`config.mk`:
```
export PLATFORM = sky130hd
export DESIGN_NAME = sfm_supply_fault_monitor
export DESIGN_NICKNAME = d
export VERILOG_FILES = /design/src/verilog/sfm_pkg.sv /design/src/verilog/sfm_supply_fault_monitor.sv
export SDC_FILE = /design/constraint.sdc
export NUM_CORES = 1
export LEC_CHECK = 0
export ABC_CLOCK_PERIOD_IN_PS = 3000
export BUFFER_PORTS_ARGS = -buffer_cell sky130_fd_sc_hd__buf_2
export CORE_ASPECT_RATIO = 0.6
export CORE_MARGIN = 1
export CORE_UTILIZATION = 50
export CTS_CLUSTER_SIZE = 10
export DETAILED_ROUTE_END_ITERATION = 8
export GPL_ROUTABILITY_DRIVEN = 0
export PLACE_DENSITY = 0.69
export SETUP_SLACK_MARGIN = 0.2
export SLEW_MARGIN = 10
export SYNTH_ARGS = -nofsm -noshare
export SYNTH_HDL_FRONTEND = slang
export SYNTH_SLANG_ARGS = --single-unit
```
`constraint.sdc`:
```
create_clock -name core_clk -period 3 [get_ports core_clk]
set_input_delay 0.15 -clock core_clk [delete_from_list [all_inputs] [get_ports core_clk]]
set_output_delay 0.15 -clock core_clk [all_outputs]
set_load 0.03 [all_outputs]
```
`src/verilog/sfm_pkg.sv`:
```
// Package of constants and types for the supply fault monitor.
package sfm_pkg;
    localparam int unsigned CLK_HZ = 20000000;
    // Filter times in nanoseconds; the cycle count is rounded up.
    localparam int unsigned VCC_UV_NS = 10000;
    localparam int unsigned VB_UV_NS = 10000;
    localparam int unsigned CP_OV_NS = 10000;
    localparam int unsigned VCC_OV_NS = 10000;
    localparam int unsigned OPSUP_UV_NS = 10000;
    localparam int unsigned VCC_UV_CYC = (VCC_UV_NS * (CLK_HZ / 1000000) + 999) / 1000;
    localparam int unsigned VB_UV_CYC = (VB_UV_NS * (CLK_HZ / 1000000) + 999) / 1000;
    localparam int unsigned CP_OV_CYC = (CP_OV_NS * (CLK_HZ / 1000000) + 999) / 1000;
    localparam int unsigned VCC_OV_CYC = (VCC_OV_NS * (CLK_HZ / 1000000) + 999) / 1000;
    localparam int unsigned OPSUP_UV_CYC = (OPSUP_UV_NS * (CLK_HZ / 1000000) + 999) / 1000;
    localparam int unsigned FILT_W = 16;
    localparam int unsigned MODE_W = 3;

    typedef enum logic [2:0] {
        SFM_MODE_NOTIFY = 3'h0,
        SFM_MODE_CONT   = 3'h1,
        SFM_MODE_ALL9   = 3'h2,
        SFM_MODE_MOT6   = 3'h3,
        SFM_MODE_ALLCP  = 3'h4,
        SFM_MODE_HOLD   = 3'h5
    } sfm_mode_t;

    typedef enum logic [1:0] {
        SFM_ST_RUN  = 2'h0,
        SFM_ST_UV   = 2'h1,
        SFM_ST_BIST = 2'h2,
        SFM_ST_FAIL = 2'h3
    } sfm_state_t;

    localparam logic [MODE_W-1:0] MODE_RESET = 3'h0;
endpackage : sfm_pkg

```
`src/verilog/sfm_supply_fault_monitor.sv`:
```
// Supply fault monitor: filters, status bits, response modes and diagnostic output.
`timescale 1ns/1ps
`default_nettype none

// Behaviour
// - VCC undervoltage is OR of both comparators
// - VCC undervoltage: flags, reset, shutdown everything
// - After VCC recovery run self-tests, gate restart
// - Diagnostic high on self-test pass, low fail
// - Deep VCC drop enters standby
// - VB undervoltage filtered, nine pre-drivers off
// - VB recovery resumes without status clear
// - Host clears VB status, diagnostic returns high
// - Clears ignored while fault present
// - Six selectable response modes for CP OV, VCC OV and op-amp UV monitors
// - Mode change applies after fault and clear
// - Mode 000 raises the flag only, sets no status, keeps running
// - Mode 101 holds shutdown until status clear
// - Modes 001-100 resume, status retained
// - Charge pump overvoltage flag after filter
// - VCC overvoltage filtered with mode policy
// - Op-amp supply undervoltage filtered with policy
// - Status held until clear bit written
// - Diagnostic high only when all status clear
module sfm_supply_fault_monitor
    import sfm_pkg::*;
#(
    parameter int unsigned VCC_UV_FILT   = VCC_UV_CYC,
    parameter int unsigned VB_UV_FILT    = VB_UV_CYC,
    parameter int unsigned CP_OV_FILT    = CP_OV_CYC,
    parameter int unsigned VCC_OV_FILT   = VCC_OV_CYC,
    parameter int unsigned OPSUP_UV_FILT = OPSUP_UV_CYC
) (
    // Clock and reset.
    input  wire logic              core_clk,
    input  wire logic              rst_n,
    // Comparator inputs.
    input  wire logic              vcc_uv_cmp_a,
    input  wire logic              vcc_uv_cmp_b,
    input  wire logic              vcc_deep_uv,
    input  wire logic              vb_uv_cmp,
    input  wire logic              cp_ov_cmp,
    input  wire logic              vcc_ov_cmp,
    input  wire logic              opsup_uv_cmp,
    // Mode settings written by the host.
    input  wire logic [MODE_W-1:0] cp_ov_mode,
    input  wire logic [MODE_W-1:0] vcc_ov_mode,
    input  wire logic [MODE_W-1:0] opsup_uv_mode,
    // Status clear pulses written by the host.
    input  wire logic              vb_uv_clr,
    input  wire logic              cp_ov_clr,
    input  wire logic              vcc_ov_clr,
    input  wire logic              opsup_uv_clr,
    // Self-test handshake.
    output logic                   self_test_start,
    input  wire logic              self_test_done,
    input  wire logic              logic_self_test,
    input  wire logic              analog_self_test,
    // Filtered flags.
    output logic                   vcc_uv_flag_a,
    output logic                   vcc_uv_flag_b,
    output logic                   vb_uv_flag,
    output logic                   cp_ov_flag,
    output logic                   vcc_ov_flag,
    output logic                   opsup_uv_flag,
    // Status bits.
    output logic                   vb_uv_stat,
    output logic                   cp_ov_stat,
    output logic                   vcc_ov_stat,
    output logic                   opsup_uv_stat,
    // Responses.
    output logic                   por_n,
    output logic                   standby,
    output logic                   motor_drv_en,
    output logic                   relay_drv_en,
    output logic                   cp_en,
    output logic                   osc_en,
    output logic                   diag_out_n
);

    // Counts up to the limit and holds there while the input holds, restarts when it drops.
    function automatic logic [FILT_W-1:0] filt_next(input logic in, input logic [FILT_W-1:0] cnt,
                                                    input logic [FILT_W-1:0] lim);
        if (!in) begin
            filt_next = '0;
        end else if (cnt < lim) begin
            filt_next = cnt + 16'h1;
        end else begin
            filt_next = cnt;
        end
    endfunction : filt_next

    logic [FILT_W-1:0] vcc_uv_cnt_ff;
    logic [FILT_W-1:0] vb_cnt_ff;
    logic [FILT_W-1:0] cp_cnt_ff;
    logic [FILT_W-1:0] vov_cnt_ff;
    logic [FILT_W-1:0] op_cnt_ff;
    logic              vcc_uv_ff;
    logic              vb_ff;
    logic              cp_ff;
    logic              vov_ff;
    logic              op_ff;
    logic              vcc_uv_raw;
    sfm_state_t        state_ff;
    sfm_state_t        nxt_state;
    logic [MODE_W-1:0] cp_mode_ff;
    logic [MODE_W-1:0] vov_mode_ff;
    logic [MODE_W-1:0] op_mode_ff;
    logic              start_ff;

    assign vcc_uv_raw = vcc_uv_cmp_a | vcc_uv_cmp_b;

    // One counter per monitor, so that each restarts on its own input alone.
    always_ff @(posedge core_clk or negedge rst_n) begin
        if (!rst_n) begin
            vcc_uv_cnt_ff <= '0;
        end else begin
            vcc_uv_cnt_ff <= filt_next(vcc_uv_raw, vcc_uv_cnt_ff, FILT_W'(VCC_UV_FILT));
        end
    end

    always_ff @(posedge core_clk or negedge rst_n) begin
        if (!rst_n) begin
            vb_cnt_ff <= '0;
        end else begin
            vb_cnt_ff <= filt_next(vb_uv_cmp, vb_cnt_ff, FILT_W'(VB_UV_FILT));
        end
    end

    always_ff @(posedge core_clk or negedge rst_n) begin
        if (!rst_n) begin
            cp_cnt_ff <= '0;
        end else begin
            cp_cnt_ff <= filt_next(cp_ov_cmp, cp_cnt_ff, FILT_W'(CP_OV_FILT));
        end
    end

    always_ff @(posedge core_clk or negedge rst_n) begin
        if (!rst_n) begin
            vov_cnt_ff <= '0;
        end else begin
            vov_cnt_ff <= filt_next(vcc_ov_cmp, vov_cnt_ff, FILT_W'(VCC_OV_FILT));
        end
    end

    always_ff @(posedge core_clk or negedge rst_n) begin
        if (!rst_n) begin
            op_cnt_ff <= '0;
        end else begin
            op_cnt_ff <= filt_next(opsup_uv_cmp, op_cnt_ff, FILT_W'(OPSUP_UV_FILT));
        end
    end

    // Flags rise once the count reaches its limit and fall with the comparator.
    always_ff @(posedge core_clk or negedge rst_n) begin
        if (!rst_n) begin
            vcc_uv_ff <= 1'b0;
        end else begin
            vcc_uv_ff <= vcc_uv_raw && (vcc_uv_cnt_ff >= FILT_W'(VCC_UV_FILT - 1));
        end
    end

    always_ff @(posedge core_clk or negedge rst_n) begin
        if (!rst_n) begin
            vb_ff <= 1'b0;
        end else begin
            vb_ff <= vb_uv_cmp && (vb_cnt_ff >= FILT_W'(VB_UV_FILT - 1));
        end
    end

    always_ff @(posedge core_clk or negedge rst_n) begin
        if (!rst_n) begin
            cp_ff <= 1'b0;
        end else begin
            cp_ff <= cp_ov_cmp && (cp_cnt_ff >= FILT_W'(CP_OV_FILT - 1));
        end
    end

    always_ff @(posedge core_clk or negedge rst_n) begin
        if (!rst_n) begin
            vov_ff <= 1'b0;
        end else begin
            vov_ff <= vcc_ov_cmp && (vov_cnt_ff >= FILT_W'(VCC_OV_FILT - 1));
        end
    end

    always_ff @(posedge core_clk or negedge rst_n) begin
        if (!rst_n) begin
            op_ff <= 1'b0;
        end else begin
            op_ff <= opsup_uv_cmp && (op_cnt_ff >= FILT_W'(OPSUP_UV_FILT - 1));
        end
    end

    // Status bits: the fault setting wins over a clear in the same cycle.
    always_ff @(posedge core_clk or negedge rst_n) begin
        if (!rst_n) begin
            vb_uv_stat <= 1'b0;
        end else begin
            vb_uv_stat <= vb_ff | (vb_uv_stat & ~vb_uv_clr);
        end
    end

    always_ff @(posedge core_clk or negedge rst_n) begin
        if (!rst_n) begin
            cp_ov_stat <= 1'b0;
        end else begin
            cp_ov_stat <= (cp_ff & (cp_mode_ff != SFM_MODE_NOTIFY))
                          | (cp_ov_stat & ~cp_ov_clr);
        end
    end

    always_ff @(posedge core_clk or negedge rst_n) begin
        if (!rst_n) begin
            vcc_ov_stat <= 1'b0;
        end else begin
            vcc_ov_stat <= (vov_ff & (vov_mode_ff != SFM_MODE_NOTIFY))
                           | (vcc_ov_stat & ~vcc_ov_clr);
        end
    end

    always_ff @(posedge core_clk or negedge rst_n) begin
        if (!rst_n) begin
            opsup_uv_stat <= 1'b0;
        end else begin
            opsup_uv_stat <= (op_ff & (op_mode_ff != SFM_MODE_NOTIFY))
                             | (opsup_uv_stat & ~opsup_uv_clr);
        end
    end

    // Effective modes follow the host only while no fault or status is active.
    always_ff @(posedge core_clk or negedge rst_n) begin
        if (!rst_n) begin
            cp_mode_ff  <= MODE_RESET;
            vov_mode_ff <= MODE_RESET;
            op_mode_ff  <= MODE_RESET;
        end else begin
            if (!cp_ff && !cp_ov_stat) begin
                cp_mode_ff <= cp_ov_mode;
            end
            if (!vov_ff && !vcc_ov_stat) begin
                vov_mode_ff <= vcc_ov_mode;
            end
            if (!op_ff && !opsup_uv_stat) begin
                op_mode_ff <= opsup_uv_mode;
            end
        end
    end

    // VCC undervoltage sequencing with self-test on recovery.
    always_comb begin
        nxt_state = state_ff;
        case (state_ff)
            SFM_ST_RUN: begin
                if (vcc_uv_ff) begin
                    nxt_state = SFM_ST_UV;
                end
            end
            SFM_ST_UV: begin
                if (!vcc_uv_ff) begin
                    nxt_state = SFM_ST_BIST;
                end
            end
            SFM_ST_BIST: begin
                if (vcc_uv_ff) begin
                    nxt_state = SFM_ST_UV;
                end else if (self_test_done) begin
                    nxt_state = (logic_self_test && analog_self_test) ? SFM_ST_RUN : SFM_ST_FAIL;
                end
            end
            SFM_ST_FAIL: begin
                if (vcc_uv_ff) begin
                    nxt_state = SFM_ST_UV;
                end
            end
            default: nxt_state = SFM_ST_UV;
        endcase
    end

    always_ff @(posedge core_clk or negedge rst_n) begin
        if (!rst_n) begin
            state_ff <= SFM_ST_UV;
            start_ff <= 1'b0;
        end else begin
            state_ff <= nxt_state;
            start_ff <= (state_ff == SFM_ST_UV) && (nxt_state == SFM_ST_BIST);
        end
    end

    // Per-monitor shutdown decode; mode 101 holds while the status stands.
    function automatic logic [2:0] shut_of(input logic [MODE_W-1:0] m, input logic flt, input logic st);
        logic act;
        act = flt | (st & (m == SFM_MODE_HOLD));
        shut_of = 3'h0;
        case (m)
            SFM_MODE_ALL9:  shut_of = {1'b0, act, act};
            SFM_MODE_MOT6:  shut_of = {1'b0, 1'b0, act};
            SFM_MODE_ALLCP: shut_of = {act, act, act};
            SFM_MODE_HOLD:  shut_of = {act, act, act};
            default:        shut_of = 3'h0;
        endcase
    endfunction : shut_of

    logic [2:0] shut;
    logic       run_ok;
    logic       any_stat;

    assign shut = shut_of(cp_mode_ff, cp_ff, cp_ov_stat)
                | shut_of(vov_mode_ff, vov_ff, vcc_ov_stat)
                | shut_of(op_mode_ff, op_ff, opsup_uv_stat);
    // The filtered flag gates the drivers directly, so they drop in the same cycle as the reset.
    assign run_ok   = (state_ff == SFM_ST_RUN) && !vcc_uv_ff && !vcc_deep_uv;
    assign any_stat = vb_uv_stat | cp_ov_stat | vcc_ov_stat | opsup_uv_stat;

    always_ff @(posedge core_clk or negedge rst_n) begin
        if (!rst_n) begin
            motor_drv_en <= 1'b0;
            relay_drv_en <= 1'b0;
            cp_en        <= 1'b0;
            osc_en       <= 1'b0;
            por_n        <= 1'b0;
            standby      <= 1'b0;
            diag_out_n   <= 1'b0;
        end else begin
            motor_drv_en <= run_ok && !vb_ff && !shut[0];
            relay_drv_en <= run_ok && !vb_ff && !shut[1];
            cp_en        <= run_ok && !shut[2];
            osc_en       <= !vcc_uv_ff && !vcc_deep_uv;
            por_n        <= !vcc_uv_ff;
            standby      <= vcc_deep_uv;
            diag_out_n   <= (state_ff == SFM_ST_RUN) && !vcc_uv_ff && !any_stat;
        end
    end

    assign vcc_uv_flag_a   = vcc_uv_ff;
    assign vcc_uv_flag_b   = vcc_uv_ff;
    assign vb_uv_flag      = vb_ff;
    assign cp_ov_flag      = cp_ff;
    assign vcc_ov_flag     = vov_ff;
    assign opsup_uv_flag   = op_ff;
    assign self_test_start = start_ff;

endmodule : sfm_supply_fault_monitor

`default_nettype wire

```
After elaboration in Yosys (flattened, before gate mapping)
Index checks and enable logic that the tools add are counted.

word-level totals
  bits in registers = 108
  input port bits = 25
  output and inout port bits = 18
  logic and storage cells = 147

cells by class
  add/sub/neg operators = 5
  order comparisons = 10
  equality and inequality tests = 21
  mux-type cells = 19
  bitwise operators = 27
  reductions and logical operators = 39

operator list
  cell                   count
  $mux 16                10
  $add 16x1->16 const B  5
  $ge 16x8->1 const B    5
  $lt 16x8->1 const B    5
  $pmux 3 s3             3
  $eq 3x2->1 const B     6
  $eq 3x3->1 const B     6
  $logic_and 1x1->1      18
  $logic_not 1->1        13
  $or 1x1->1             11
  $and 1x1->1            10
  $mux 2                 5
  $ne 2x1->1 const B     5
  $reduce_bool 3->1      3
  $reduce_or 2->1        4
  $eq 2x2->1 const B     3
  $or 3x3->3             2
  $pmux 2 s3             1
  $not 1->1              4
  $eq 2x1->1 const B     1
  $logic_not 2->1        1

Longest topological paths before layout
Gate-level depths: netlist (run 1).

  word-level depth = 8
  gate-level depth with buffers = 5

Worst setup path after synthesis (run 1)
Ideal clock, no wire load.

  path kind = reg-to-reg
  start = reg vb_cnt_ff[4]
  end = reg vb_cnt_ff[6]
  arrival = 1.561 ns
  required time = 2.922 ns
  setup slack = 1.361 ns
  stages on the path, launching flop included = 5
  buffers on the path = 0
  cells stage by stage = dfrtp_1 > o311ai_4 > nand3_4 > or4_1 > a21oi_1

between the ends
  longest elaborated chain between the ends = 3

ends and longest elaborated chain
  what                    RTL line                         source
  start, declared         sfm_supply_fault_monitor.sv:94   logic [FILT_W-1:0] vb_cnt_ff;
  start signal, assigned  sfm_supply_fault_monitor.sv:126  vb_cnt_ff <= filt_next(vb_uv_cmp, vb_cnt_ff, FILT_W'(VB_UV_FILT));
  $add 16x1->16           sfm_supply_fault_monitor.sv:87   filt_next = cnt + 16'h1;
  $mux 16                 sfm_supply_fault_monitor.sv:86   end else if (cnt < lim) begin
  $mux 16                 sfm_supply_fault_monitor.sv:84   if (!in) begin

Several ways; a longest one is shown, not always the timed one. The select of a mux whose other input is x is not followed.
A chain may end at the register's enable or synchronous reset.

Worst setup path after layout (run 1)
  start = reg op_cnt_ff[13]
  end = reg op_cnt_ff[6]

between the ends
  longest elaborated chain between the ends = 2

ends and longest elaborated chain
  what                         RTL line                         source
  start, declared              sfm_supply_fault_monitor.sv:97   logic [FILT_W-1:0] op_cnt_ff;
  start signal, assigned       sfm_supply_fault_monitor.sv:150  op_cnt_ff <= filt_next(opsup_uv_cmp, op_cnt_ff, FILT_W'(OPSUP_UV_FILT));
  $lt 16x8->1                  sfm_supply_fault_monitor.sv:86
  $ne 2x1->1 (no source line)  --

No other way between the ends.

==> impl_metrics.xml, run 1 <==
<?xml version="1.0" encoding="UTF-8"?>
<metrics>
  <group name="worst_setup_path">
    <metric name="crit_start" unit="">op_cnt_ff[13]$_DFFE_PN0P_</metric>
    <metric name="cp-end-kind" unit="">register</metric>
    <metric name="worstSetupPathType" unit="">reg -&gt; reg</metric>
    <metric name="critical_path.reg2reg.startpoint" unit="">op_cnt_ff[13]$_DFFE_PN0P_</metric>
    <metric name="critPathArrivalTime" unit="ps">2310</metric>
    <metric name="startpoint_class_of_the_critical_path" unit="">register</metric>
    <metric name="max_fo_critical_path" unit="">11</metric>
    <metric name="critPathRequiredTime" unit="ps">3270</metric>
    <metric name="rrSetupSlack" unit="ps">960</metric>
    <metric name="r2r.worst_path.cells" unit="">4</metric>
    <metric name="reg2reg_to" unit="">op_cnt_ff[6]$_DFFE_PN0P_</metric>
    <metric name="critPathCapture" unit="">op_cnt_ff[6]$_DFFE_PN0P_</metric>
  </group>
  <group name="final_layout">
    <metric name="multi_input_comb_area" unit="um2">1930</metric>
    <metric name="mostFrequentLayoutCell" unit="">dfrtp_1</metric>
    <metric name="num-fill-cells" unit="">705</metric>
    <metric name="antennaDiodeCount" unit="">0</metric>
    <metric name="area.sequential" unit="um2">2700</metric>
    <metric name="layout.nets" unit="">484</metric>
    <metric name="mostFrequentLayoutCells" unit="">107 x dfrtp_1, 41 x buf_2, 35 x and2_1</metric>
    <metric name="post_route_cells_drive_above_1_share" unit="">0.182</metric>
    <metric name="area_growth_syn_to_layout" unit="%">13.9</metric>
  </group>
  <group name="run_status">
    <metric name="violations" unit="">negative hold slack</metric>
    <metric name="run_status" unit="">finished with violations</metric>
  </group>
  <group name="cts">
    <metric name="clkLatencyLatePin" unit="ps">340</metric>
    <metric name="postCtsHoldBufs" unit="">2</metric>
    <metric name="cts_root_buffer" unit="">clkbuf_16</metric>
    <metric name="ctsLongestPathBuffers" unit="">2</metric>
    <metric name="postCtsSetupBuffers" unit="">0</metric>
    <metric name="cts_tree" unit="">yes</metric>
    <metric name="cts.clk_slew.worst_paths" unit="ps">60</metric>
    <metric name="tritoncts.num_buffers" unit="">9</metric>
    <metric name="cts_htree_levels" unit="">3</metric>
    <metric name="clock_sink_count" unit="">108</metric>
    <metric name="cts_resized" unit="">0</metric>
  </group>
  <group name="global_routing">
    <metric name="gr-total-overflow" unit="">0</metric>
    <metric name="grt_pass1_wl" unit="um">15200</metric>
    <metric name="grt_use_total" unit="">0.202</metric>
    <metric name="grt_start_max_net_pins" unit="">81</metric>
    <metric name="via_count_of_the_first_global_routing_pass" unit="">3052</metric>
    <metric name="antenna_violations_before_repair" unit="">0</metric>
  </group>
  <group name="detailed_routing">
    <metric name="antenna_violating_nets_post_route" unit="">0</metric>
    <metric name="route.detailed.wl_per_inst" unit="um">15.2</metric>
    <metric name="total_via_count_in_the_routed_design" unit="">3156</metric>
    <metric name="post-route-drc-count" unit="">0</metric>
    <metric name="drt_wl_total" unit="um">8820</metric>
    <metric name="vias_per_cell" unit="">5.42</metric>
    <metric name="drt-initial-drc-count" unit="">169</metric>
    <metric name="drt_pre_antenna_iters" unit="">4</metric>
  </group>
  <group name="timing">
    <metric name="max_freq" unit="GHz">0.489</metric>
    <metric name="hold_viol_final" unit="">30</metric>
    <metric name="slew_violations" unit="">0</metric>
    <metric name="worst_hold_slack" unit="ps">-47.3</metric>
    <metric name="layout_worst_path_cycle_share" unit="">0.682</metric>
    <metric name="tightest_slew" unit="ps">1010</metric>
    <metric name="max-slew-margin-rel" unit="">0.327</metric>
    <metric name="grt_setup_unrepaired" unit="">false</metric>
    <metric name="fin_ws" unit="ps">955</metric>
    <metric name="timing.final.setup_violations" unit="">0</metric>
    <metric name="min_period" unit="ps">2040</metric>
    <metric name="final.setup_skew" unit="ps">5.14</metric>
    <metric name="fin_tns_setup" unit="ps">0</metric>
  </group>
  <group name="synthesis">
    <metric name="synthDominantAreaCellType" unit="">dfrtp_1</metric>
    <metric name="postSynthNetCount" unit="">434</metric>
    <metric name="synth_async_sr_flop_share" unit="">1.00</metric>
    <metric name="synth_cells" unit="">401</metric>
    <metric name="yosys_register_bits" unit="">108</metric>
    <metric name="syn-cell-area" unit="um2">4710</metric>
    <metric name="postSynthAreaPerCell" unit="um2">11.7</metric>
    <metric name="netlist_top_cells_area" unit="">dfrtp_1 57%, and2_1 4.7%, xor2_1 2.8%</metric>
    <metric name="yosysUniqueCellTypes" unit="">46</metric>
    <metric name="dominantRegCellSynth" unit="">dfrtp_1</metric>
    <metric name="ys_seq_area_frac" unit="">0.574</metric>
    <metric name="post_synth_edffs" unit="">0</metric>
    <metric name="yosys_warnings" unit="">0</metric>
    <metric name="area_share_of_the_leading_cell_type_in_the_synthesized_netlist" unit="">0.569</metric>
  </group>
  <group name="power_and_ir_drop">
    <metric name="peakVddDrop" unit="V">0.000330</metric>
    <metric name="static-leakage-power" unit="nW">2.53</metric>
    <metric name="power-per-cell-area" unit="nW/um2">572</metric>
    <metric name="power" unit="mW">3.07</metric>
  </group>
  <group name="floorplanning">
    <metric name="start_util" unit="">0.534</metric>
    <metric name="std_cell_rows" unit="">26</metric>
    <metric name="core_area" unit="um2">8820</metric>
    <metric name="design.die.area" unit="um2">9820</metric>
    <metric name="fp.dieW" unit="um">127</metric>
    <metric name="fp.dieH" unit="um">77.2</metric>
    <metric name="num_io_pins" unit="">43</metric>
  </group>
  <group name="place">
    <metric name="place_ws" unit="ps">971</metric>
    <metric name="detailedPlacementHpwl" unit="um">6130</metric>
    <metric name="port-buffer-count" unit="">42</metric>
  </group>
  <group name="hold_path">
    <metric name="hp-class" unit="">in -&gt; async</metric>
  </group>
  <group name="job">
    <metric name="max_cap_viol_count" unit="">0</metric>
  </group>
</metrics>
stage by stage:
stage | cell area [um2] | hold WS, ps | util | std cells
6_report | 5360 | -47.3 | 0.608 | 582
3_5_place_dp | 5060 | 275 | 0.575 | 564
3_3_place_gp | 5060 | 275 | 0.575 | 564
5_1_grt | 5360 | 12.1 | 0.608 | 582
2_1_floorplan | 4710 | -146 | - | 401
4_1_cts | 5360 | 12.4 | 0.608 | 582
area by class of cell:
class,count,share of cell area
Tap cell,126,0.0294
Clock inverter,1,0.00140
Timing Repair Buffer,47,0.0476
Clock buffer,15,0.0500
Multi-Input combinational cell,274,0.359
Sequential cell,108,0.504
Inverter,11,0.00770
how the worst min path moves through the flow:
stage                     start                           end  depth (start not counted)
detailed placement  vcc_deep_uv             standby$_DFF_PN0_                          1
global placement    vcc_deep_uv             standby$_DFF_PN0_                          1
global route         vcc_ov_clr         vcc_ov_stat$_DFF_PN0_                          2
floorplan                 rst_n      cp_cnt_ff[0]$_DFFE_PN0P_                          0
CTS                  vcc_ov_clr         vcc_ov_stat$_DFF_PN0_                          2
finish                    rst_n  vcc_uv_cnt_ff[7]$_DFFE_PN0P_                          1
state kept, by name, indices dropped and copies added (netlist names), 2 cells and up:
| signal | flops |
|---|---|
| cp_cnt_ff | 16 |
| cp_mode_ff | 3 |
| op_cnt_ff | 16 |
| op_mode_ff | 3 |
| state_ff | 2 |
| vb_cnt_ff | 16 |
| vcc_uv_cnt_ff | 16 |
| vov_cnt_ff | 16 |
| vov_mode_ff | 3 |
report_power, final:
group	leakage, nW	total [mW]	switching (mW)	internal [mW]
clock	0.130	1.09	0.484	0.610
combinational	0.952	0.370	0.231	0.139
sequential	1.45	1.60	0.0656	1.54
total	2.53	3.07	0.781	2.28
synthesized netlist by cell type (3+ instances only):
| library cell | count |
|---|---|
| dfrtp_1 | 107 |
| nand2_1 | 24 |
| or4_1 | 6 |
| nor4_4 | 6 |
| nor4_1 | 6 |
| clkbuf_1 | 6 |
| mux2i_1 | 6 |
| nand3_1 | 13 |
| and3_1 | 9 |
| nor2b_1 | 9 |
| a41oi_1 | 3 |
| o21ai_0 | 13 |
| nand4_1 | 17 |
| a21oi_1 | 14 |
| or3_1 | 7 |
| and2_1 | 35 |
| mux2_2 | 9 |
| nor2_1 | 28 |
| ha_1 | 8 |
| inv_1 | 11 |
| xor2_1 | 15 |
| a21boi_1 | 3 |
| o31ai_1 | 10 |
routing by layer:
layer	vias to the layer above	track usage	share of wire
li1	1540	-	-
met1	1541	0.293	0.52
met2	65	0.293	0.43
met3	10	0.0558	0.035
met4	0	0.0619	0.012
met5	-	0	0
worst max-delay path: stages, from the launching register on:
cell and delay [ps]:
dfrtp_1 370, nor4_1 430, nand3_1 420, or4_1 610, a21boi_1 150
cells by family after synthesis:
group                    count (synthesis)  synth area share
flip-flops                             108             0.574
buffers and inverters                   19            0.0162
AO/OA/AOI/OAI                           61            0.0933
XOR/XNOR                                17            0.0316
adder cells (fa/ha/maj)                  8            0.0213
multiplexers                            15            0.0343
AND/OR/NAND/NOR                        173             0.229
Note: power is estimated with default switching activity, not from simulation.
==> run 2: changes to the inputs <==
Settings changed: ABC_AREA set to 1, ABC_CLOCK_PERIOD_IN_PS 3000 to 2050.
Clock period 3 ns to 2.05 ns, I/O delays scaled along.
==> run 2 against run 1 <==
Net effect: the flow now finishes without violations; critical path depth grew 3; global-route usage grew 0.87 points; die area grew 11%; flip-flop and latch count is the same; utilization shrank 1.1 points; design area grew 12%.
==> impl_metrics.xml, run 2 <==
<?xml version="1.0" encoding="UTF-8"?>
<metrics>
  <group name="final_layout">
    <metric name="antennaDiodeCount" unit="">0</metric>
    <metric name="mostFrequentLayoutCells" unit="">153 x nand2_1, 108 x nor2_1, 107 x dfrtp_1</metric>
    <metric name="final_cell_area" unit="um2">5980</metric>
    <metric name="area_growth_syn_to_layout" unit="%">14.0</metric>
    <metric name="layout.nets" unit="">748</metric>
    <metric name="num-fill-cells" unit="">897</metric>
    <metric name="mostFrequentLayoutCell" unit="">nand2_1</metric>
    <metric name="post_route_cells_drive_above_1_share" unit="">0.128</metric>
  </group>
  <group name="worst_setup_path">
    <metric name="critPathRequiredTime" unit="ps">2280</metric>
    <metric name="worstSetupPathType" unit="">reg -&gt; reg</metric>
    <metric name="critical_path.n_buffers_inverters" unit="">1</metric>
    <metric name="cp-end-kind" unit="">register</metric>
    <metric name="critical_path.reg2reg.startpoint" unit="">cp_cnt_ff[3]$_DFFE_PN0P_</metric>
    <metric name="critical-path-top-delay-family" unit="">simple AND/OR/NAND/NOR gates</metric>
    <metric name="startpoint_class_of_the_critical_path" unit="">register</metric>
    <metric name="worst_path_max_delay_cell" unit="">dfrtp_1</metric>
    <metric name="worst_path_most_repeated_cell" unit="">nand2_1</metric>
    <metric name="timing.critical_path.cells" unit="">inv_1 &gt; nand2_1 &gt; nand2_1 &gt; nand2_1 &gt; nand2_1 &gt; nand2_1 &gt; nand2_1</metric>
    <metric name="critPathArrivalTime" unit="ps">1610</metric>
    <metric name="reg2reg_to" unit="">cp_cnt_ff[3]$_DFFE_PN0P_</metric>
    <metric name="r2r.worst_path.cells" unit="">7</metric>
    <metric name="slowest_delay" unit="ps">440</metric>
    <metric name="max_fo_critical_path" unit="">11</metric>
    <metric name="rrSetupSlack" unit="ps">660</metric>
  </group>
  <group name="synthesis">
    <metric name="synth_cells" unit="">659</metric>
    <metric name="syn-cell-area" unit="um2">5240</metric>
    <metric name="post_synth_edffs" unit="">0</metric>
    <metric name="synth_compound_area_frac" unit="">0.0339</metric>
    <metric name="synth-xor-area-share" unit="">0.0167</metric>
    <metric name="area_share_of_the_leading_cell_type_in_the_synthesized_netlist" unit="">0.511</metric>
    <metric name="yosys-top-cells-count" unit="">153 x nand2_1, 108 x nor2_1, 107 x dfrtp_1</metric>
    <metric name="synth.area.mux_share" unit="">0.00430</metric>
    <metric name="synthDominantAreaCellType" unit="">dfrtp_1</metric>
    <metric name="netlist_top_cells_area" unit="">dfrtp_1 51%, nand2_1 11%, nor2_1 7.7%</metric>
    <metric name="postSynthAreaPerCell" unit="um2">7.96</metric>
    <metric name="ys_seq_area_frac" unit="">0.516</metric>
    <metric name="yosys_register_bits" unit="">108</metric>
    <metric name="dominant_combinational_cell_family_by_area_after_synthesis" unit="">simple AND/OR/NAND/NOR gates</metric>
    <metric name="post_synth_fa_ha_maj_area_fraction" unit="">0.0191</metric>
    <metric name="yosysUniqueCellTypes" unit="">33</metric>
    <metric name="postSynthNetCount" unit="">692</metric>
    <metric name="yosys_warnings" unit="">0</metric>
    <metric name="synth_simple_gate_area_frac" unit="">0.325</metric>
    <metric name="dominantRegCellSynth" unit="">dfrtp_1</metric>
    <metric name="most_numerous_cell_in_the_yosys_netlist" unit="">nand2_1</metric>
    <metric name="synth_async_sr_flop_share" unit="">1.00</metric>
  </group>
  <group name="cts">
    <metric name="cts_htree_levels" unit="">3</metric>
    <metric name="cts.clk_slew.worst_paths" unit="ps">70</metric>
    <metric name="cts_root_buffer" unit="">clkbuf_16</metric>
    <metric name="cts_resized" unit="">0</metric>
    <metric name="ctsLongestPathBuffers" unit="">2</metric>
    <metric name="clock_sink_count" unit="">108</metric>
    <metric name="cts_tree" unit="">yes</metric>
    <metric name="clkLatencyLatePin" unit="ps">340</metric>
    <metric name="tritoncts.num_buffers" unit="">9</metric>
  </group>
  <group name="hold_path">
    <metric name="hold-path-endpoint" unit="">op_mode_ff[0]$_DFFE_PN0P_</metric>
    <metric name="hold_path.startpoint" unit="">opsup_uv_mode[0]</metric>
    <metric name="hp-class" unit="">in -&gt; reg</metric>
    <metric name="worstHoldPathCells" unit="">2</metric>
  </group>
  <group name="job">
    <metric name="max_cap_viol_count" unit="">0</metric>
  </group>
  <group name="timing">
    <metric name="tightest_slew" unit="ps">609</metric>
    <metric name="hold_viol_final" unit="">0</metric>
    <metric name="timing.final.setup_violations" unit="">0</metric>
    <metric name="layout_worst_path_cycle_share" unit="">0.676</metric>
    <metric name="slew_violations" unit="">0</metric>
    <metric name="final.setup_skew" unit="ps">7.20</metric>
    <metric name="max_freq" unit="GHz">0.722</metric>
    <metric name="max-slew-margin-rel" unit="">0.594</metric>
    <metric name="fin_tns_setup" unit="ps">0</metric>
    <metric name="min_period" unit="ps">1390</metric>
    <metric name="grt_setup_unrepaired" unit="">false</metric>
  </group>
  <group name="global_routing">
    <metric name="grt_pass1_wl" unit="um">18000</metric>
    <metric name="via_count_of_the_first_global_routing_pass" unit="">3930</metric>
    <metric name="grt_start_max_net_pins" unit="">47</metric>
    <metric name="antenna_violations_before_repair" unit="">0</metric>
    <metric name="grt_use_total" unit="">0.211</metric>
    <metric name="gr-total-overflow" unit="">0</metric>
  </group>
  <group name="floorplanning">
    <metric name="start_util" unit="">0.523</metric>
    <metric name="fp.dieW" unit="um">134</metric>
    <metric name="fp.dieH" unit="um">81.3</metric>
    <metric name="core_area" unit="um2">10000</metric>
    <metric name="std_cell_rows" unit="">28</metric>
    <metric name="design.die.area" unit="um2">10900</metric>
    <metric name="num_io_pins" unit="">43</metric>
  </group>
  <group name="place">
    <metric name="detailedPlacementHpwl" unit="um">7470</metric>
    <metric name="placement.cell_area" unit="um2">5580</metric>
    <metric name="port-buffer-count" unit="">42</metric>
  </group>
  <group name="power_and_ir_drop">
    <metric name="power-per-cell-area" unit="nW/um2">773</metric>
    <metric name="peakVddDrop" unit="V">0.000550</metric>
    <metric name="static-leakage-power" unit="nW">3.25</metric>
  </group>
  <group name="detailed_routing">
    <metric name="drt_pre_antenna_iters" unit="">4</metric>
    <metric name="drt-initial-drc-count" unit="">243</metric>
    <metric name="vias_per_cell" unit="">4.94</metric>
    <metric name="drt_wl_total" unit="um">10300</metric>
    <metric name="antenna_violating_nets_post_route" unit="">0</metric>
    <metric name="post-route-drc-count" unit="">0</metric>
    <metric name="route.detailed.wl_per_inst" unit="um">12.1</metric>
    <metric name="total_via_count_in_the_routed_design" unit="">4225</metric>
  </group>
  <group name="run_status">
    <metric name="run_status" unit="">completed</metric>
  </group>
</metrics>
-- run 2: changes by cell type after synthesis, sizes merged, moves of 18 or more --
cell,previous run,this run
and2,35,0
inv,11,93
nand2,24,170
nand3,16,83
nor2,28,116
nor3,2,20
-- run 2: routing by layer --
layer  vias to the layer above  track usage  part of all wire
met5                         -            0                 0
li1                       2158            -                 -
met4                         0       0.0449            0.0095
met1                      1968        0.298              0.50
met3                        10       0.0518             0.052
met2                        89        0.331              0.43
-- run 2: cells by family after synthesis --
group | Yosys count
xor+xnor | 10
buf+inv | 107
flops | 108
simple gates | 391
fa+ha+maj | 8
mux | 2
compound gates | 33
-- run 2: how the worst max path moves through the flow --
stage	slack, ps	to	startpoint	cells after the start
2_1_floorplan	810	state_ff[1]$_DFF_PN0_	state_ff[0]$_DFF_PN1_	5
3_3_place_gp	720	cp_ov_flag$_DFF_PN0_	cp_cnt_ff[14]$_DFFE_PN0P_	6
3_5_place_dp	680	cp_cnt_ff[4]$_DFFE_PN0P_	cp_cnt_ff[3]$_DFFE_PN0P_	7
4_1_cts	680	cp_cnt_ff[3]$_DFFE_PN0P_	cp_cnt_ff[3]$_DFFE_PN0P_	7
5_1_grt	470	cp_cnt_ff[4]$_DFFE_PN0P_	cp_cnt_ff[3]$_DFFE_PN0P_	7
6_report	660	cp_cnt_ff[3]$_DFFE_PN0P_	cp_cnt_ff[3]$_DFFE_PN0P_	7
-- run 2: per-stage QoR --
stage | utilization | power, mW | cells | worst slack, ps | hold slack, ps
global route | 0.597 | 4.84 | 855 | 471 | 5.29
global placement | 0.557 | 2.92 | 828 | 722 | 145
floorplan | - | 2.73 | 659 | 806 | -193
CTS | 0.597 | 4.67 | 855 | 680 | 0.348
detailed placement | 0.557 | 2.95 | 828 | 676 | 153
finish | 0.597 | 4.62 | 855 | 665 | 5.84
-- run 2: cell type report --
cell class / instances / area (um2) / area share
tap: 135 / 169 / 0.0283
clock buffer: 14 / 254 / 0.0425
sequential: 108 / 2700 / 0.452
inverter: 95 / 358 / 0.0599
multi-input combinational: 444 / 2090 / 0.350
timing repair buffer: 57 / 365 / 0.0611
clock inverter: 2 / 35.0 / 0.00586
-- run 2: where the power goes --
part / switching [mW] / leakage [nW] / internal [mW]
combinational: 0.376 / 1.66 / 0.202
sequential: 0.105 / 1.45 / 2.25
clock: 0.707 / 0.141 / 0.981
total: 1.19 / 3.25 / 3.43
-- run 2: timing repair --
| action | in CTS | in global routing |
|---|---|---|
| buffers inserted | 0 | 0 |
| hold endpoints to repair | 53 | 0 |
| hold buffers | 11 | 0 |
==> run 3: changes to the inputs <==
Settings changed: ABC_AREA 1 to 0, ABC_CLOCK_PERIOD_IN_PS 2050 to 1380.
Clock period 2.05 ns to 1.38 ns, I/O delays scaled along.
==> run 3 against run 2 <==
Net effect: setup slack got worse by 920 ps; count of clock-buffer cells in the layout down 2; the flow now finishes with violations (negative setup slack); die area down 10%; routed wire length increased by 7.0%; total power increased by 56%; combinational power up 96%; largest power group unchanged.
==> impl_metrics.xml, run 3 (same netlist as run 1, synthesis figures left out) <==
<?xml version="1.0" encoding="UTF-8"?>
<metrics>
  <group name="worst_setup_path">
    <metric name="cp-end-kind" unit="">register</metric>
    <metric name="worstSetupPathType" unit="">reg -&gt; reg</metric>
    <metric name="critical_path.reg2reg.startpoint" unit="">vcc_uv_cnt_ff[3]$_DFFE_PN0P_</metric>
    <metric name="rrSetupSlack" unit="ps">-260</metric>
    <metric name="critPathArrivalTime" unit="ps">1920</metric>
    <metric name="startpoint_class_of_the_critical_path" unit="">register</metric>
    <metric name="reg2reg_to" unit="">vcc_uv_cnt_ff[6]$_DFFE_PN0P_</metric>
    <metric name="critPathRequiredTime" unit="ps">1660</metric>
    <metric name="max_fo_critical_path" unit="">3</metric>
    <metric name="r2r.worst_path.cells" unit="">4</metric>
  </group>
  <group name="floorplanning">
    <metric name="fp.dieH" unit="um">77.2</metric>
    <metric name="std_cell_rows" unit="">26</metric>
    <metric name="core_area" unit="um2">8820</metric>
    <metric name="design.die.area" unit="um2">9820</metric>
    <metric name="fp.dieW" unit="um">127</metric>
    <metric name="num_io_pins" unit="">43</metric>
    <metric name="start_util" unit="">0.534</metric>
  </group>
  <group name="run_status">
    <metric name="violations" unit="">negative setup slack</metric>
    <metric name="run_status" unit="">finished with violations</metric>
  </group>
  <group name="detailed_routing">
    <metric name="total_via_count_in_the_routed_design" unit="">3640</metric>
    <metric name="drt-initial-drc-count" unit="">283</metric>
    <metric name="drt_pre_antenna_iters" unit="">4</metric>
    <metric name="vias_per_cell" unit="">5.42</metric>
    <metric name="route.detailed.wl_per_inst" unit="um">16.5</metric>
    <metric name="antenna_violating_nets_post_route" unit="">0</metric>
    <metric name="drt_wl_total" unit="um">11100</metric>
    <metric name="post-route-drc-count" unit="">0</metric>
  </group>
  <group name="cts">
    <metric name="clkLatencyLatePin" unit="ps">350</metric>
    <metric name="clock_sink_count" unit="">108</metric>
    <metric name="cts_tree" unit="">yes</metric>
    <metric name="cts.clk_slew.worst_paths" unit="ps">70</metric>
    <metric name="cts_root_buffer" unit="">clkbuf_16</metric>
    <metric name="ctsLongestPathBuffers" unit="">2</metric>
    <metric name="cts_htree_levels" unit="">3</metric>
    <metric name="tritoncts.num_buffers" unit="">9</metric>
  </group>
  <group name="global_routing">
    <metric name="global_route_met3_utilization" unit="">0.0705</metric>
    <metric name="globalRoute.busiestLayer" unit="">met2</metric>
    <metric name="via_count_of_the_first_global_routing_pass" unit="">3660</metric>
    <metric name="grt_pass1_wl" unit="um">18000</metric>
    <metric name="gr-total-overflow" unit="">0</metric>
    <metric name="gr-usage-met2" unit="">0.362</metric>
    <metric name="grt_start_max_net_pins" unit="">47</metric>
    <metric name="globalRouteMet1Util" unit="">0.340</metric>
    <metric name="antenna_violations_before_repair" unit="">0</metric>
    <metric name="grt_use_total" unit="">0.240</metric>
  </group>
  <group name="power_and_ir_drop">
    <metric name="peakVddDrop" unit="V">0.000680</metric>
    <metric name="power-per-cell-area" unit="nW/um2">1100</metric>
    <metric name="static-leakage-power" unit="nW">3.10</metric>
    <metric name="power" unit="mW">7.22</metric>
  </group>
  <group name="hold_path">
    <metric name="worstHoldPathCells" unit="">3</metric>
    <metric name="hold_path.startpoint" unit="">vb_uv_clr</metric>
    <metric name="hold-path-endpoint" unit="">vb_uv_stat$_DFF_PN0_</metric>
    <metric name="hp-class" unit="">in -&gt; reg</metric>
  </group>
  <group name="timing">
    <metric name="layout_worst_path_cycle_share" unit="">1.19</metric>
    <metric name="tightest_slew" unit="ps">365</metric>
    <metric name="grt_setup_unrepaired" unit="">true</metric>
    <metric name="fin_tns_setup" unit="ps">-5040</metric>
    <metric name="max_freq" unit="GHz">0.610</metric>
    <metric name="final.setup_skew" unit="ps">5.94</metric>
    <metric name="hold_viol_final" unit="">0</metric>
    <metric name="min_period" unit="ps">1640</metric>
    <metric name="timing.final.setup_violations" unit="">41</metric>
    <metric name="slew_violations" unit="">0</metric>
    <metric name="max-slew-margin-rel" unit="">0.755</metric>
    <metric name="fin_ws" unit="ps">-259</metric>
  </group>
  <group name="place">
    <metric name="port-buffer-count" unit="">42</metric>
    <metric name="placement.cell_area" unit="um2">5600</metric>
    <metric name="detailedPlacementHpwl" unit="um">7320</metric>
  </group>
  <group name="final_layout">
    <metric name="mostFrequentLayoutCell" unit="">dfrtp_1</metric>
    <metric name="post_route_cells_drive_above_1_share" unit="">0.396</metric>
    <metric name="area_growth_syn_to_layout" unit="%">39.8</metric>
    <metric name="final_cell_area" unit="um2">6580</metric>
    <metric name="antennaDiodeCount" unit="">0</metric>
    <metric name="layout.nets" unit="">574</metric>
    <metric name="mostFrequentLayoutCells" unit="">102 x dfrtp_1, 60 x buf_4, 40 x buf_2</metric>
  </group>
  <group name="job">
    <metric name="max_cap_viol_count" unit="">0</metric>
  </group>
</metrics>
-- run 3: changes by cell type in the layout (fill, tap and decap cells not counted), sizes merged, moves of 14 or more --
cell / delta
buf: +75
nand3: -67
nor3: -18
and2: +35
nand2: -146
nor2: -88
nand4: +15
nor4: +14
inv: -82
-- run 3: how the worst max path moves through the flow --
stage | from | endpoint | slack [ps] | depth (start not counted)
final | vcc_uv_cnt_ff[3]$_DFFE_PN0P_ | vcc_uv_cnt_ff[6]$_DFFE_PN0P_ | -260 | 4
after CTS | vb_cnt_ff[8]$_DFFE_PN0P_ | vb_cnt_ff[6]$_DFFE_PN0P_ | -250 | 4
after global placement | op_cnt_ff[13]$_DFFE_PN0P_ | op_cnt_ff[4]$_DFFE_PN0P_ | -220 | 5
after detailed placement | op_cnt_ff[9]$_DFFE_PN0P_ | op_cnt_ff[3]$_DFFE_PN0P_ | -260 | 5
after global routing | vb_cnt_ff[3]$_DFFE_PN0P_ | vb_cnt_ff[5]$_DFFE_PN0P_ | -320 | 4
after floorplan | vb_cnt_ff[3]$_DFFE_PN0P_ | vb_cnt_ff[6]$_DFFE_PN0P_ | -210 | 4
-- run 3: what timing repair did --
item                                    4_1_cts  5_1_grt
hold buffers                                 16        0
pin swaps                                    28       38
endpoints found under the hold margin       122        0
buffers inserted                             11       12
endpoints found under the setup margin       59       58
resized for setup                            36       41
-- run 3: area by class of cell --
cell class / count / area, um2
clock inverters: 4 / 47.5
flip-flops and latches: 108 / 2710
clock buffers: 12 / 256
multi-input cells: 274 / 2300
repair buffers: 137 / 1060
inverters: 11 / 41.3
well taps: 126 / 158
fillers: 579 / 2240
-- run 3: metrics by stage --
stage                     setup slack (ps)  std cells   util  hold slack (ps)
after CTS                             -249        660  0.714             4.56
after global placement                -224        617  0.635            -89.7
after detailed placement              -258        617  0.635            -83.5
after global routing                  -324        672  0.746             27.3
final                                 -259        672  0.746             24.8
after floorplan                       -214        401      -             -227
-- run 3: critical path, cell delays in order, from the launching register on --
cell and delay (ps):
dfrtp_1 420, o311ai_4 350, nand3_2 170, or4_4 510, a21oi_2 120
-- run 3: power by group --
part / internal [mW] / total (mW) / leakage [nW] / switching (mW)
clock network: 1.50 / 2.61 / 0.149 / 1.11
registers: 3.34 / 3.47 / 1.44 / 0.135
logic: 0.510 / 1.13 / 1.51 / 0.623
-- run 3: metal layers --
metal | vias to the layer above | wire, um
met2 | 85 | 5020
met4 | 0 | 157
met3 | 18 | 524
li1 | 1722 | -
met1 | 1815 | 5370
met5 | - | 0
